===== config.mk =====
export PLATFORM = sky130hd
export DESIGN_NAME = port_pin_config
export DESIGN_NICKNAME = d
export VERILOG_FILES = /design/src/pkg/port_cfg_pkg.sv /design/src/verilog/port_pin_config.sv /design/src/verilog/axil_reg_slave.sv /design/src/verilog/port_pin_cell.sv
export SDC_FILE = /design/constraint.sdc
export NUM_CORES = 1
export LEC_CHECK = 0
export ABC_CLOCK_PERIOD_IN_PS = 58900
export BUFFER_PORTS_ARGS = -buffer_cell sky130_fd_sc_hd__buf_2
export CORE_UTILIZATION = 60
export CTS_CLUSTER_SIZE = 24
export DETAILED_ROUTE_END_ITERATION = 8
export PLACE_DENSITY = 0.84
export SLEW_MARGIN = 20
export SYNTH_ARGS = -nofsm -noshare
export SYNTH_HDL_FRONTEND = slang
export SYNTH_HIERARCHICAL = 1
export SYNTH_SLANG_ARGS = --single-unit

===== constraint.sdc =====
create_clock -name I_CLOCK -period 58.9 [get_ports I_CLOCK]
set_input_delay 11.78 -clock I_CLOCK [delete_from_list [all_inputs] [get_ports I_CLOCK]]
set_output_delay 11.78 -clock I_CLOCK [all_outputs]
set_load 0.03 [all_outputs]

===== src/pkg/port_cfg_pkg.sv =====
// Constants, register map and decode helpers for the port pin configuration block
package port_cfg_pkg;

    // ==========================================================
    // Sizes
    localparam int NPORT = 8;
    localparam int PORT_W = 8;
    localparam int NPIN = 64;
    localparam int ADDR_W = 12;
    localparam int NFUNC = 4;

    // ==========================================================
    // Register map, per-port banks step 4 bytes per port
    localparam logic [ADDR_W-1:0] BASE_DATA = 12'h000;
    localparam logic [ADDR_W-1:0] BASE_DIR = 12'h020;
    localparam logic [ADDR_W-1:0] BASE_PULLUP = 12'h040;
    localparam logic [ADDR_W-1:0] BASE_INBUF = 12'h060;
    localparam logic [ADDR_W-1:0] BASE_OUTDRV = 12'h080;
    localparam logic [ADDR_W-1:0] BASE_ANALOG = 12'h0A0;
    localparam logic [ADDR_W-1:0] BASE_THRESH = 12'h0C0;
    localparam logic [ADDR_W-1:0] BASE_SLEW = 12'h0E0;
    localparam logic [ADDR_W-1:0] OFF_REDIRECT = 12'h100;
    localparam logic [ADDR_W-1:0] OFF_CONV = 12'h104;
    localparam logic [ADDR_W-1:0] OFF_LOW_POWER_STATE_A = 12'h108;
    localparam logic [ADDR_W-1:0] OFF_READBACK = 12'h10C;
    localparam logic [ADDR_W-1:0] OFF_STOP = 12'h110;

    // ==========================================================
    // Reset values
    localparam logic [7:0] RST_DIR = 8'hFF;
    localparam logic [7:0] RST_ZERO = 8'h00;
    localparam logic [7:0] RST_PULLUP_P4 = 8'h01;
    localparam int PULLUP_PORT = 4;
    localparam int ANALOG_PORT = 7;

    // ==========================================================
    // Pin routing tables (flat pin index = port * 8 + bit)
    localparam logic [5:0] PRI_PIN [NFUNC] = '{6'h08, 6'h09, 6'h10, 6'h11};
    localparam logic [5:0] ALT_PIN [NFUNC] = '{6'h28, 6'h29, 6'h30, 6'h31};
    localparam logic [5:0] SNZ_PIN [4] = '{6'h18, 6'h19, 6'h1A, 6'h1B};
    localparam logic [5:0] STOP_PIN = 6'h20;

    // ==========================================================
    // Bus responses
    localparam logic [1:0] RESP_OKAY = 2'h0;
    localparam logic [1:0] RESP_SLVERR = 2'h2;

    typedef enum {
        K_DATA, K_DIR, K_PULLUP, K_INBUF, K_OUTDRV, K_ANALOG, K_THRESH, K_SLEW,
        K_REDIRECT, K_CONV, K_LOW_POWER_STATE_A, K_READBACK, K_STOP, K_NONE
    } reg_kind_t;

    // Address to register kind; unaligned or unknown is K_NONE
    function automatic reg_kind_t decode_kind(input logic [ADDR_W-1:0] addr);
        reg_kind_t k;
        k = K_NONE;
        if (addr[1:0] == 2'h0) begin
            case (addr[ADDR_W-1:5])
                BASE_DATA[ADDR_W-1:5]: k = K_DATA;
                BASE_DIR[ADDR_W-1:5]: k = K_DIR;
                BASE_PULLUP[ADDR_W-1:5]: k = K_PULLUP;
                BASE_INBUF[ADDR_W-1:5]: k = K_INBUF;
                BASE_OUTDRV[ADDR_W-1:5]: k = K_OUTDRV;
                BASE_ANALOG[ADDR_W-1:5]: k = K_ANALOG;
                BASE_THRESH[ADDR_W-1:5]: k = K_THRESH;
                BASE_SLEW[ADDR_W-1:5]: k = K_SLEW;
                default: begin
                    case (addr)
                        OFF_REDIRECT: k = K_REDIRECT;
                        OFF_CONV: k = K_CONV;
                        OFF_LOW_POWER_STATE_A: k = K_LOW_POWER_STATE_A;
                        OFF_READBACK: k = K_READBACK;
                        OFF_STOP: k = K_STOP;
                        default: k = K_NONE;
                    endcase
                end
            endcase
        end
        return k;
    endfunction

endpackage


===== src/verilog/port_pin_config.sv =====
// Port pin configuration block with AXI4-Lite register access
//
// Our own choices: the AXI4-Lite interface to the registers and the placing of the registers.
`timescale 1ns/1ps
`default_nettype none
module port_pin_config import port_cfg_pkg::*; (
    // Clock and reset
    input wire logic I_CLOCK,
    input wire logic I_RESET_N,
    // AXI4-Lite write
    input wire logic [ADDR_W-1:0] I_AWADDR,
    input wire logic I_AWVALID,
    output logic O_AWREADY,
    input wire logic [31:0] I_WDATA,
    input wire logic [3:0] I_WSTRB,
    input wire logic I_WVALID,
    output logic O_WREADY,
    output logic [1:0] O_BRESP,
    output logic O_BVALID,
    input wire logic I_BREADY,
    // AXI4-Lite read
    input wire logic [ADDR_W-1:0] I_ARADDR,
    input wire logic I_ARVALID,
    output logic O_ARREADY,
    output logic [31:0] O_RDATA,
    output logic [1:0] O_RRESP,
    output logic O_RVALID,
    input wire logic I_RREADY,
    // Pins
    input wire logic [NPIN-1:0] I_PIN_IN,
    output logic [NPIN-1:0] O_PIN_OUT,
    output logic [NPIN-1:0] O_PIN_OE,
    output logic [NPIN-1:0] O_PULLUP_EN,
    output logic [NPIN-1:0] O_TTL_SEL,
    output logic [NPIN-1:0] O_THRESH_SEL,
    output logic [NPIN-1:0] O_SLEW_SLOW,
    output logic [NPIN-1:0] O_ANALOG_SEL,
    // Peripheral functions and standby status
    input wire logic [NFUNC-1:0] I_PERIPH_OUT,
    input wire logic [NFUNC-1:0] I_PERIPH_OE,
    output logic [NFUNC-1:0] O_PERIPH_IN,
    input wire logic I_LOW_POWER_STATE_A,
    input wire logic I_STOP_STATE
);
    // ==========================================================
    // Reset release
    logic rst_q1;
    logic rst_n;

    always_ff @(posedge I_CLOCK or negedge I_RESET_N) begin
        if (!I_RESET_N) begin
            rst_q1 <= 1'b0;
            rst_n <= 1'b0;
        end else begin
            rst_q1 <= 1'b1;
            rst_n <= rst_q1;
        end
    end

    // ==========================================================
    // Bus slave
    logic wr_fire;
    logic [ADDR_W-1:0] wr_addr;
    logic [31:0] wr_data;
    logic [3:0] wr_strb;
    logic rd_fire;
    logic [ADDR_W-1:0] rd_addr;
    logic [31:0] rd_data;
    reg_kind_t wr_kind;
    reg_kind_t rd_kind;
    logic [2:0] wr_port;
    logic [2:0] rd_port;

    axil_reg_slave u_slave (
        .i_clock(I_CLOCK),
        .i_reset_n(rst_n),
        .i_awaddr(I_AWADDR),
        .i_awvalid(I_AWVALID),
        .o_awready(O_AWREADY),
        .i_wdata(I_WDATA),
        .i_wstrb(I_WSTRB),
        .i_wvalid(I_WVALID),
        .o_wready(O_WREADY),
        .o_bresp(O_BRESP),
        .o_bvalid(O_BVALID),
        .i_bready(I_BREADY),
        .i_araddr(I_ARADDR),
        .i_arvalid(I_ARVALID),
        .o_arready(O_ARREADY),
        .o_rdata(O_RDATA),
        .o_rresp(O_RRESP),
        .o_rvalid(O_RVALID),
        .i_rready(I_RREADY),
        .o_wr_fire(wr_fire),
        .o_wr_addr(wr_addr),
        .o_wr_data(wr_data),
        .o_wr_strb(wr_strb),
        .i_wr_err(wr_kind == K_NONE),
        .o_rd_fire(rd_fire),
        .o_rd_addr(rd_addr),
        .i_rd_data(rd_data),
        .i_rd_err(rd_kind == K_NONE)
    );

    assign wr_kind = decode_kind(wr_addr);
    assign rd_kind = decode_kind(rd_addr);
    assign wr_port = wr_addr[4:2];
    assign rd_port = rd_addr[4:2];

    // ==========================================================
    // Configuration registers
    logic [NPORT-1:0][PORT_W-1:0] latch;
    logic [NPORT-1:0][PORT_W-1:0] dir;
    logic [NPORT-1:0][PORT_W-1:0] pull;
    logic [NPORT-1:0][PORT_W-1:0] inbuf;
    logic [NPORT-1:0][PORT_W-1:0] odrv;
    logic [NPORT-1:0][PORT_W-1:0] anlg;
    logic [NPORT-1:0][PORT_W-1:0] thr;
    logic [NPORT-1:0][PORT_W-1:0] slew;
    logic [7:0] redirect;
    logic [7:0] conv;
    logic [7:0] snz_ctrl;
    logic [7:0] rb_ctrl;
    logic [7:0] stop_ctrl;
    logic wr_lane;

    assign wr_lane = wr_fire & wr_strb[0];

    always_ff @(posedge I_CLOCK or negedge rst_n) begin
        if (!rst_n) begin
            latch <= '0;
            dir <= {NPORT{RST_DIR}};
            pull <= '0;
            pull[PULLUP_PORT] <= RST_PULLUP_P4;
            inbuf <= '0;
            odrv <= '0;
            anlg <= '0;
            thr <= '0;
            slew <= '0;
        end else if (wr_lane) begin
            case (wr_kind)
                K_DATA: latch[wr_port] <= wr_data[7:0];
                K_DIR: dir[wr_port] <= wr_data[7:0];
                K_PULLUP: pull[wr_port] <= wr_data[7:0];
                K_INBUF: inbuf[wr_port] <= wr_data[7:0];
                K_OUTDRV: odrv[wr_port] <= wr_data[7:0];
                K_ANALOG: anlg[wr_port] <= wr_data[7:0];
                K_THRESH: thr[wr_port] <= wr_data[7:0];
                K_SLEW: slew[wr_port] <= wr_data[7:0];
                default: ;
            endcase
        end
    end

    always_ff @(posedge I_CLOCK or negedge rst_n) begin
        if (!rst_n) begin
            redirect <= RST_ZERO;
            conv <= RST_ZERO;
            snz_ctrl <= RST_ZERO;
            rb_ctrl <= RST_ZERO;
            stop_ctrl <= RST_ZERO;
        end else if (wr_lane) begin
            case (wr_kind)
                K_REDIRECT: redirect <= wr_data[7:0];
                K_CONV: conv <= wr_data[7:0];
                K_LOW_POWER_STATE_A: snz_ctrl <= wr_data[7:0];
                K_READBACK: rb_ctrl <= wr_data[7:0];
                K_STOP: stop_ctrl <= wr_data[7:0];
                default: ;
            endcase
        end
    end

    // ==========================================================
    // Analog assignment and pin routing
    logic [NPIN-1:0] analog_pin;
    logic [NPIN-1:0] ovr_en;
    logic [NPIN-1:0] ovr_val;

    assign analog_pin = anlg | (64'(conv) << (ANALOG_PORT * PORT_W));

    // Later sources win: peripheral, then low_power_state_a, then stop status
    always_comb begin
        logic [5:0] idx;
        idx = '0;
        ovr_en = '0;
        ovr_val = '0;
        for (int i = 0; i < NFUNC; i++) begin
            idx = redirect[i] ? ALT_PIN[i] : PRI_PIN[i];
            if (I_PERIPH_OE[i]) begin
                ovr_en[idx] = 1'b1;
                ovr_val[idx] = I_PERIPH_OUT[i];
            end
        end
        if (snz_ctrl[0]) begin
            idx = SNZ_PIN[snz_ctrl[2:1]];
            ovr_en[idx] = 1'b1;
            ovr_val[idx] = I_LOW_POWER_STATE_A;
        end
        if (stop_ctrl[0]) begin
            ovr_en[STOP_PIN] = 1'b1;
            ovr_val[STOP_PIN] = I_STOP_STATE;
        end
    end

    always_ff @(posedge I_CLOCK or negedge rst_n) begin
        if (!rst_n) begin
            O_PERIPH_IN <= '0;
        end else begin
            for (int i = 0; i < NFUNC; i++) begin
                O_PERIPH_IN[i] <= I_PIN_IN[redirect[i] ? ALT_PIN[i] : PRI_PIN[i]];
            end
        end
    end

    for (genvar p = 0; p < NPORT; p++) begin : g_port
        port_pin_cell u_cell (
            .i_clock(I_CLOCK),
            .i_reset_n(rst_n),
            .i_dir(dir[p]),
            .i_latch(latch[p]),
            .i_odrain(odrv[p]),
            .i_analog(analog_pin[p*PORT_W +: PORT_W]),
            .i_pullup(pull[p]),
            .i_ovr_en(ovr_en[p*PORT_W +: PORT_W]),
            .i_ovr_val(ovr_val[p*PORT_W +: PORT_W]),
            .o_out(O_PIN_OUT[p*PORT_W +: PORT_W]),
            .o_oe(O_PIN_OE[p*PORT_W +: PORT_W]),
            .o_pullup(O_PULLUP_EN[p*PORT_W +: PORT_W])
        );
    end

    assign O_TTL_SEL = inbuf;
    assign O_THRESH_SEL = thr;
    assign O_SLEW_SLOW = slew;

    // Analog flag registered so the output comes from a flip-flop
    always_ff @(posedge I_CLOCK or negedge rst_n) begin
        if (!rst_n) begin
            O_ANALOG_SEL <= '0;
        end else begin
            O_ANALOG_SEL <= analog_pin;
        end
    end

    // ==========================================================
    // Read data
    logic [7:0] pin_lvl;
    logic [7:0] pin_ana;

    assign pin_lvl = I_PIN_IN[{rd_port, 3'b000} +: PORT_W];
    assign pin_ana = analog_pin[{rd_port, 3'b000} +: PORT_W];

    always_comb begin
        rd_data = '0;
        case (rd_kind)
            K_DATA: begin
                for (int b = 0; b < PORT_W; b++) begin
                    if (pin_ana[b]) begin
                        rd_data[b] = 1'b0;
                    end else if (dir[rd_port][b] || rb_ctrl[0]) begin
                        rd_data[b] = pin_lvl[b];
                    end else begin
                        rd_data[b] = latch[rd_port][b];
                    end
                end
            end
            K_DIR: rd_data[7:0] = dir[rd_port];
            K_PULLUP: rd_data[7:0] = pull[rd_port];
            K_INBUF: rd_data[7:0] = inbuf[rd_port];
            K_OUTDRV: rd_data[7:0] = odrv[rd_port];
            K_ANALOG: rd_data[7:0] = anlg[rd_port];
            K_THRESH: rd_data[7:0] = thr[rd_port];
            K_SLEW: rd_data[7:0] = slew[rd_port];
            K_REDIRECT: rd_data[7:0] = redirect;
            K_CONV: rd_data[7:0] = conv;
            K_LOW_POWER_STATE_A: rd_data[7:0] = snz_ctrl;
            K_READBACK: rd_data[7:0] = rb_ctrl;
            K_STOP: rd_data[7:0] = stop_ctrl;
            default: rd_data = '0;
        endcase
    end

    // ==========================================================
    // Checks
    logic rd_p0_data;

    assign rd_p0_data = rd_fire && (rd_addr == BASE_DATA);

    dir_reset_a: assert property (@(posedge I_CLOCK)
        $rose(rst_n) |-> (dir == {NPORT{RST_DIR}}) && (O_PIN_OE == '0))
        else $error("Pins not inputs after reset");

    pullup_reset_a: assert property (@(posedge I_CLOCK)
        $rose(rst_n) |-> pull[PULLUP_PORT][0] ##1 O_PULLUP_EN[PULLUP_PORT*PORT_W])
        else $error("Port 4 bit 0 pull-up not on after reset");

    input_no_drive_a: assert property (@(posedge I_CLOCK) disable iff (!rst_n)
        dir[0][0] |=> !O_PIN_OE[0])
        else $error("Input pin is driven");

    output_latch_a: assert property (@(posedge I_CLOCK) disable iff (!rst_n)
        !dir[0][0] && !analog_pin[0] && !odrv[0][0] && !ovr_en[0]
        |=> O_PIN_OE[0] && (O_PIN_OUT[0] == $past(latch[0][0])))
        else $error("Output pin not driven from latch");

    read_input_a: assert property (@(posedge I_CLOCK) disable iff (!rst_n)
        rd_p0_data && dir[0][0] && !analog_pin[0] |=> O_RVALID && O_RDATA[0] == $past(I_PIN_IN[0]))
        else $error("Input read not pin level");

    read_pin_out_a: assert property (@(posedge I_CLOCK) disable iff (!rst_n)
        rd_p0_data && !dir[0][1] && rb_ctrl[0] && !analog_pin[1]
        |=> O_RDATA[1] == $past(I_PIN_IN[1]))
        else $error("Readback select did not return pin level");

    read_latch_a: assert property (@(posedge I_CLOCK) disable iff (!rst_n)
        rd_p0_data && !dir[0][2] && !rb_ctrl[0] && !analog_pin[2]
        |=> O_RDATA[2] == $past(latch[0][2]))
        else $error("Output read not latch value");

    open_drain_a: assert property (@(posedge I_CLOCK) disable iff (!rst_n)
        odrv[0][3] && latch[0][3] && !ovr_en[3] |=> !O_PIN_OE[3] && !O_PIN_OUT[3])
        else $error("Open drain drove high");

    analog_off_a: assert property (@(posedge I_CLOCK) disable iff (!rst_n)
        analog_pin[4] |=> !O_PIN_OE[4] && O_ANALOG_SEL[4])
        else $error("Analog pin still digital");

    stop_status_a: assert property (@(posedge I_CLOCK) disable iff (!rst_n)
        stop_ctrl[0] && !dir[STOP_PIN[5:3]][STOP_PIN[2:0]] && !analog_pin[STOP_PIN]
        && !odrv[STOP_PIN[5:3]][STOP_PIN[2:0]]
        |=> O_PIN_OE[STOP_PIN] && O_PIN_OUT[STOP_PIN] == $past(I_STOP_STATE))
        else $error("Stop status not on its pin");
endmodule
`default_nettype wire


===== src/verilog/axil_reg_slave.sv =====
// AXI4-Lite slave front end producing single-cycle register strobes
`timescale 1ns/1ps
`default_nettype none
module axil_reg_slave import port_cfg_pkg::*; (
    // Clock and reset
    input wire logic i_clock,
    input wire logic i_reset_n,
    // Write address and data
    input wire logic [ADDR_W-1:0] i_awaddr,
    input wire logic i_awvalid,
    output logic o_awready,
    input wire logic [31:0] i_wdata,
    input wire logic [3:0] i_wstrb,
    input wire logic i_wvalid,
    output logic o_wready,
    // Write response
    output logic [1:0] o_bresp,
    output logic o_bvalid,
    input wire logic i_bready,
    // Read channels
    input wire logic [ADDR_W-1:0] i_araddr,
    input wire logic i_arvalid,
    output logic o_arready,
    output logic [31:0] o_rdata,
    output logic [1:0] o_rresp,
    output logic o_rvalid,
    input wire logic i_rready,
    // Register side
    output logic o_wr_fire,
    output logic [ADDR_W-1:0] o_wr_addr,
    output logic [31:0] o_wr_data,
    output logic [3:0] o_wr_strb,
    input wire logic i_wr_err,
    output logic o_rd_fire,
    output logic [ADDR_W-1:0] o_rd_addr,
    input wire logic [31:0] i_rd_data,
    input wire logic i_rd_err
);
    logic aw_full;
    logic w_full;

    assign o_wr_fire = aw_full & w_full & ~o_bvalid;
    assign o_rd_fire = i_arvalid & o_arready;
    assign o_rd_addr = i_araddr;

    always_ff @(posedge i_clock or negedge i_reset_n) begin
        if (!i_reset_n) begin
            o_awready <= 1'b1;
            aw_full <= 1'b0;
            o_wr_addr <= '0;
        end else begin
            if (o_awready && i_awvalid) begin
                o_awready <= 1'b0;
                aw_full <= 1'b1;
                o_wr_addr <= i_awaddr;
            end else if (o_wr_fire) begin
                aw_full <= 1'b0;
            end
            if (o_bvalid && i_bready) begin
                o_awready <= 1'b1;
            end
        end
    end

    always_ff @(posedge i_clock or negedge i_reset_n) begin
        if (!i_reset_n) begin
            o_wready <= 1'b1;
            w_full <= 1'b0;
            o_wr_data <= '0;
            o_wr_strb <= '0;
        end else begin
            if (o_wready && i_wvalid) begin
                o_wready <= 1'b0;
                w_full <= 1'b1;
                o_wr_data <= i_wdata;
                o_wr_strb <= i_wstrb;
            end else if (o_wr_fire) begin
                w_full <= 1'b0;
            end
            if (o_bvalid && i_bready) begin
                o_wready <= 1'b1;
            end
        end
    end

    always_ff @(posedge i_clock or negedge i_reset_n) begin
        if (!i_reset_n) begin
            o_bvalid <= 1'b0;
            o_bresp <= RESP_OKAY;
        end else if (o_wr_fire) begin
            o_bvalid <= 1'b1;
            o_bresp <= i_wr_err ? RESP_SLVERR : RESP_OKAY;
        end else if (i_bready) begin
            o_bvalid <= 1'b0;
        end
    end

    always_ff @(posedge i_clock or negedge i_reset_n) begin
        if (!i_reset_n) begin
            o_arready <= 1'b1;
            o_rvalid <= 1'b0;
            o_rdata <= '0;
            o_rresp <= RESP_OKAY;
        end else if (o_rd_fire) begin
            o_arready <= 1'b0;
            o_rvalid <= 1'b1;
            o_rdata <= i_rd_data;
            o_rresp <= i_rd_err ? RESP_SLVERR : RESP_OKAY;
        end else if (o_rvalid && i_rready) begin
            o_arready <= 1'b1;
            o_rvalid <= 1'b0;
        end
    end
endmodule
`default_nettype wire


===== src/verilog/port_pin_cell.sv =====
// Registered drive logic for the eight pins of one port
`timescale 1ns/1ps
`default_nettype none
module port_pin_cell import port_cfg_pkg::*; (
    // Clock and reset
    input wire logic i_clock,
    input wire logic i_reset_n,
    // Configuration
    input wire logic [PORT_W-1:0] i_dir,
    input wire logic [PORT_W-1:0] i_latch,
    input wire logic [PORT_W-1:0] i_odrain,
    input wire logic [PORT_W-1:0] i_analog,
    input wire logic [PORT_W-1:0] i_pullup,
    input wire logic [PORT_W-1:0] i_ovr_en,
    input wire logic [PORT_W-1:0] i_ovr_val,
    // Pin drive
    output logic [PORT_W-1:0] o_out,
    output logic [PORT_W-1:0] o_oe,
    output logic [PORT_W-1:0] o_pullup
);
    logic [PORT_W-1:0] val;

    // Peripheral or status function takes the pin over the latch
    assign val = (i_ovr_en & i_ovr_val) | (~i_ovr_en & i_latch);

    always_ff @(posedge i_clock or negedge i_reset_n) begin
        if (!i_reset_n) begin
            o_out <= '0;
            o_oe <= '0;
            o_pullup <= '0;
        end else begin
            // Open drain never drives high, it releases the pin instead
            o_oe <= ~i_dir & ~i_analog & ~(i_odrain & val);
            o_out <= val & ~i_odrain;
            o_pullup <= i_pullup & ~i_analog;
        end
    end
endmodule
`default_nettype wire


==> summary.md, run 1 <==
| Metric | Value |
|---|---|
| Status | `finished, final reports clean` |
| Hold depth | `0` |
| Startpoint Class | `input port` |
| CP max-delay cell | `nor3_1` |
| Bufs and invs on worst path | `2` |
| CP endpoint kind | `flip-flop` |
| Worst path arrival time | `between 15 and 20 ns` |
| Post-Route WL | `between 100 and 150 mm` |
| Detailed Place HPWL | `around 87 mm` |
| Cell family with most CP delay | `simple AND/OR/NAND/NOR gates` |
| WP data required | `59.49 ns` |
| Final ANT Viol Nets | `0` |
| Worst-path clk slew | `about 0.06 ns` |
| Worst min path class | `reg -> reg` |
| Post-CTS sizing | `0` |
| CTS Buffer Depth | `3` |
| Root buffer cell | `clkbuf_16` |
| Hold Startpoint | `rst_q1` |
| Layout area overhead | `18.3%` |
| Initial antenna violation count | `4` |
| Slew HR | `0.169` |
| Vias per inst | `approximately 6.3` |
| # setup viols final | `0` |
| Max Cap Viol | `0` |
| Net count, final | `around 3,500` |
| # hold bufs at CTS | `0` |
| Static Leakage | `approximately 23 nW` |
| Die area | `between 60,000 and 70,000 µm²` |
| Buffers on Ports | `between 600 and 700` |
| CP peak stage delay | `about 0.9 ns` |
| Final worst path period share | `0.253` |
| Layout cell share with drive strength beyond 1 | `0.485` |
| Total Power | `approximately 1.4 mW` |
| Vias in the first global route | `about 27,000` |
| RePlAce Congestion | `0.935` |
| Post-Syn Area per Cell | `14.5 µm²` |
| Syn. warnings | `6` |
| F_max | `roughly 0.067 GHz` |
| Clk sinks | `between 800 and 900` |
| Routed length per instance | `about 30 µm` |
| Setup Skew | `0.0249 ns` |
| Worst r2r dst | `anlg[15]` |
| Slew of the pin with the lowest slew margin | `1.24 ns` |
| R2R depth | `7` |
| Die height | `about 250 µm` |
| CP cell instances | `buf_2, nor3_1, and2_1, nand2_2, nor2_1, buf_4, nor4bb_1, a31oi_1, nand4_1, mux2_4` |
| Setup TNS | `0 ns` |
| Mapped cell area | `~38,000 µm²` |
| Post-route DRC violation count | `0` |
| R2r setup slk | `between 50 and 60 ns` |
| Worst Path Max Fanout | `19` |
| Initial DRC Count | `about 2,600` |
| Final Max Tran Viols | `0` |
| Tmin final | `around 15 ns` |
| Initial core utilization | `0.608` |
| Pre-antenna DRT Iters | `5` |
| Pin count of the biggest net entering global routing | `90` |
| Global-route wire length before repair | `between 150 and 200 mm` |
| Die X | `around 250 µm` |
| Number of fill cells | `4,151` |
| RSZ-0062 raised after global routing | `false` |
| Hold violation count in the final report | `0` |
| CTS tree | `done` |
| GR Overflow Total | `0` |
| Worst VDD drop | `27.5 µV` |
| # rows | `92` |
| CTS Buf Count | `86` |
| Total GRT Usage | `0.401` |
| Core area | `63,100 µm²` |
| I/O pin count | `between 600 and 700` |
| Mapped Cells | `roughly 2,600` |
| Critical path class | `in -> reg` |
| WHS Endpoint | `rst_n` |
| # H-tree levels | `3` |
| DR vias | `26,700` |
| Worst reg2reg path startpoint | `u_slave/o_wr_addr[4]` |
| Clock latency on the worst-skew pair | `~0.65 ns` |
| Pwr/cell area | `~31 nW/µm²` |
| Postcts setup bufs | `0` |
[power breakdown]
| group | internal, mW | switching [mW] | leakage (nW) |
|---|---|---|---|
| registers | 0.626 | 0.0503 | 11.5 |
| logic | 0.0530 | 0.110 | 10.1 |
| clock network | 0.326 | 0.238 | 1.41 |
| total | 1.01 | 0.399 | 23.0 |
[sequential cells by signal (all words and copies together) (netlist names), 12 cells and up]
register and flops:
O_TTL_SEL 64, u_slave/o_rdata 32, dir 64, O_THRESH_SEL 64
g_port.u_cell/o_pullup 64, pull 64, g_port.u_cell/o_oe 64, anlg 64
g_port.u_cell/o_out 64, latch 64, u_slave/o_wr_addr 12, odrv 64
O_ANALOG_SEL 64, O_SLEW_SLOW 64
[metrics by stage]
stage	area [µm²]	utilization	hold WS, ns	setup WS (ns)	cells
finish	45400	0.719	0.358	43.99	4269
global placement	42500	0.673	0.338	43.45	4105
global route	45400	0.719	0.368	43.90	4267
detailed placement	42500	0.673	0.341	43.45	4105
CTS	45300	0.719	0.356	44.15	4266
floorplan	38800	-	0.331	32.79	2773
[how the worst max path moves through the flow]
stage	end	slack (ns)	depth (start not counted)	startpoint
detailed placement	u_slave/o_rdata[3]	43.45	9	I_ARADDR[2]
global placement	u_slave/o_rdata[3]	43.45	9	I_ARADDR[2]
finish	u_slave/o_rdata[5]	43.99	10	I_ARADDR[1]
global route	u_slave/o_rdata[3]	43.90	9	I_ARADDR[2]
floorplan	O_ANALOG_SEL[0]	32.79	0	rst_n
CTS	u_slave/o_rdata[3]	44.15	9	I_ARADDR[2]
[layer usage]
metal	wire, µm	vias up	track usage
met1	46900	13900	0.506
met3	13900	388	0.124
met4	7970	6	0.228
met2	60600	1621	0.619
li1	-	10800	-
met5	45	-	0
[layout make-up]
cell class	count	area, µm²	share of cell area
clock buffer	138	2570	0.0567
sequential	876	22000	0.485
antenna	2	5.00	0.000110
inverter	67	251	0.00554
tap	846	1060	0.0233
multi-input combinational	1683	15900	0.350
clock inverter	23	298	0.00656
timing repair buffer	634	3280	0.0723
[cell usage in the layout, fill, tap and decap left out, types with 18 or more instances in the layout]
| master | count |
|---|---|
| dfrtp_1 | 799 |
| buf_2 | 601 |
| mux2_2 | 579 |
| nor2_1 | 153 |
| mux4_2 | 131 |
| conb_1 | 129 |
| mux2i_1 | 124 |
| nand2_1 | 91 |
| nor2b_1 | 89 |
| clkbuf_16 | 89 |
| dfstp_2 | 68 |
| inv_1 | 67 |
| o21a_1 | 56 |
| mux2_4 | 44 |
| clkbuf_1 | 33 |
| buf_4 | 28 |
| a21oi_1 | 24 |
| o21ai_0 | 20 |
| nand3_1 | 18 |
| nor2_4 | 18 |
(Power assumes the default switching activity.)
==> inputs of run 2 (changes only) <==
- ABC_CLOCK_PERIOD_IN_PS: 58900 -> 15250
- CORE_UTILIZATION: 60 -> 57
- PLACE_DENSITY: 0.84 -> 0.8
- clock period: 58.9 -> 15.25 ns (I/O delays scaled with it)
==> run 2 against run 1 <==
Against the previous run: the flow now finishes with violations (design-rule violations); wire length shrank 0.53%; hold slack lost 0.0021 ns; critical path depth is the same; via count shrank 1.4%; clock power grew to 4.4 times the previous value; highest routed layer unchanged; clock skew shrank 0.0049 ns; register-to-register slack lost 44 ns; utilization shrank 2.5 points; count of clock-buffer cells in the layout shrank 9; first-iteration DRC count grew 7.1%; critical path type unchanged.
==> summary.md, run 2 (same netlist as run 1, synthesis figures left out) <==
| Metric | Value |
|---|---|
| Layout cell share with drive strength beyond 1 | `0.493` |
| CP endpoint kind | `flip-flop` |
| Setup Skew | `between 0.02 and 0.025 ns` |
| Buffers on Ports | `604` |
| Logic pwr share | `0.115` |
| Min Hold Slack | `about 0.36 ns` |
| Critical path class | `in -> reg` |
| Clock latency on the worst-skew pair | `around 0.65 ns` |
| Failing checks | `design-rule violations` |
| Net count, final | `3,492` |
| CTS tree | `done` |
| Worst path arrival time | `~6.9 ns` |
| Pwr/cell area | `125 nW/µm²` |
| Tmin final | `about 6.3 ns` |
| Post-route DRC violation count | `2` |
| Final Max Tran Viols | `0` |
| CP peak stage delay | `approximately 0.9 ns` |
| Setup TNS | `0 ns` |
| GR Overflow Total | `0` |
| Root buffer cell | `clkbuf_16` |
| Post-CTS sizing | `0` |
| Total GRT Usage | `0.377` |
| Final ANT Viol Nets | `0` |
| Status | `finished, violations left` |
| Fin area | `46,000 µm²` |
| # setup viols final | `0` |
| R2R depth | `7` |
| Final worst path period share | `0.416` |
| Worst Path Max Fanout | `82` |
| Die height | `between 200 and 300 µm` |
| Detailed Place HPWL | `approximately 87 mm` |
| Layout area overhead | `19.9%` |
| Sw Share | `0.271` |
| RSZ-0062 raised after global routing | `false` |
| CP cell instances | `buf_8, buf_4, nor2b_1, nor4b_1, buf_4, a22oi_1, o211ai_1, a21oi_1, o2111ai_1, mux2_2` |
| Initial DRC Count | `~2,800` |
| # hold bufs at CTS | `0` |
| Startpoint Class | `input port` |
| Switching power | `approximately 1.6 mW` |
| RePlAce Congestion | `0.926` |
| Postcts setup bufs | `0` |
| Core area | `66,200 µm²` |
| Pin count of the biggest net entering global routing | `around 200` |
| Worst VDD drop | `119 µV` |
| CP max-delay cell | `buf_4` |
| Post-Route WL | `129 mm` |
| Number of fill cells | `4,527` |
| Most frequent cells in the layout | `799 x dfrtp_1, 601 x buf_2, 579 x mux2_2` |
| I/O pin count | `between 600 and 700` |
| Most common cell after layout, fill and taps aside | `dfrtp_1` |
| Slew HR | `0.166` |
| Vias per inst | `around 6` |
| Die area | `~68,000 µm²` |
| Cell family with most CP delay | `buffers and inverters` |
| CP most frequent cell | `buf_4` |
| Die X | `between 200 and 300 µm` |
| Clock Power Share | `0.434` |
| CP Depth | `10` |
| Max Cap Viol | `0` |
| CTS Buffer Depth | `3` |
| Worst min path class | `reg -> async` |
| Routed length per instance | `between 20 and 30 µm` |
| Worst-path clk slew | `~0.060 ns` |
| DR vias | `roughly 26,000` |
| Area after DPL | `between 40,000 and 50,000 µm²` |
| Clk sinks | `around 880` |
| Global-route wire length before repair | `~180 mm` |
| Internal Pwr Total | `roughly 4.2 mW` |
| Initial antenna violation count | `7` |
| Register area | `approximately 22,000 µm²` |
| CTS Buf Count | `a little under 90` |
| Multi-input gate area | `15,900 µm²` |
| Sequential power share | `0.451` |
| Vias in the first global route | `between 20,000 and 30,000` |
| F_max | `around 0.16 GHz` |
| Slew of the pin with the lowest slew margin | `1.25 ns` |
| Final Util | `0.695` |
| WP data required | `15.84 ns` |
| Hold violation count in the final report | `0` |
| Initial core utilization | `0.579` |
| Total Power | `approximately 5.7 mW` |
| Bufs and invs on worst path | `3` |
| # H-tree levels | `3` |
| # rows | `94` |
| Pre-antenna DRT Iters | `9` |
| Static Leakage | `23.3 nW` |
run 2: cell count changes in the layout (fill, tap and decap cells not counted), moves of 2 or more:
cell / delta
clkbuf_1: -22
bufinv_16: +13
clkbuf_8: +10
clkinvlp_4: +4
buf_4: -3
clkbuf_16: +3
buf_12: +2
buf_16: +2
clkinv_4: -2
run 2: worst paths after layout:
path / startpoint / endpoint / slack, ns
setup / recovery: I_ARADDR[2] / u_slave/o_rdata[1] / 8.91
hold / removal: rst_n / u_slave/o_wr_data[0] / 0.36
setup reg to reg: u_slave/o_wr_addr[9] / pull[19] / 11.22
hold reg to reg: rst_n / u_slave/o_wr_data[0] / 0.36
max in group asynchronous: rst_n / u_slave/o_wr_data[7] / 11.51
min in group I_CLOCK: rst_q1 / rst_n / 0.36
run 2: stage by stage:
step | instances | setup slack, ns
4_1_cts | 4287 | 8.93
3_5_place_dp | 4122 | 8.28
5_1_grt | 4290 | 8.62
6_report | 4291 | 8.91
2_1_floorplan | 2773 | 1.10
3_3_place_gp | 4122 | 8.28
run 2: cell type report:
type                    count  area share
multi-input cells        1683       0.346
diodes                      1   0.0000544
well taps                 864      0.0235
clock inverters            36      0.0149
clock buffers             129      0.0587
repair buffers            635      0.0729
flip-flops and latches    876       0.479
inverters                  67     0.00547
run 2: layer usage:
layer  global-route usage  vias up  wire (µm)
met4                0.182        6       7040
met2                0.589     1435      61000
met1                0.493    13700      48700
li1                     -    10800          -
met3                0.102      356      12000
met5                    0        -         35
run 2: power by group through the flow:
stage,Combinational [mW],Clock (mW),Sequential (mW)
4_1_cts,0.648,2.50,2.58
2_1_floorplan,0.381,0,2.65
5_1_grt,0.694,2.58,2.60
3_3_place_gp,0.627,0,2.61
6_report,0.659,2.49,2.59
3_5_place_dp,0.645,0,2.61
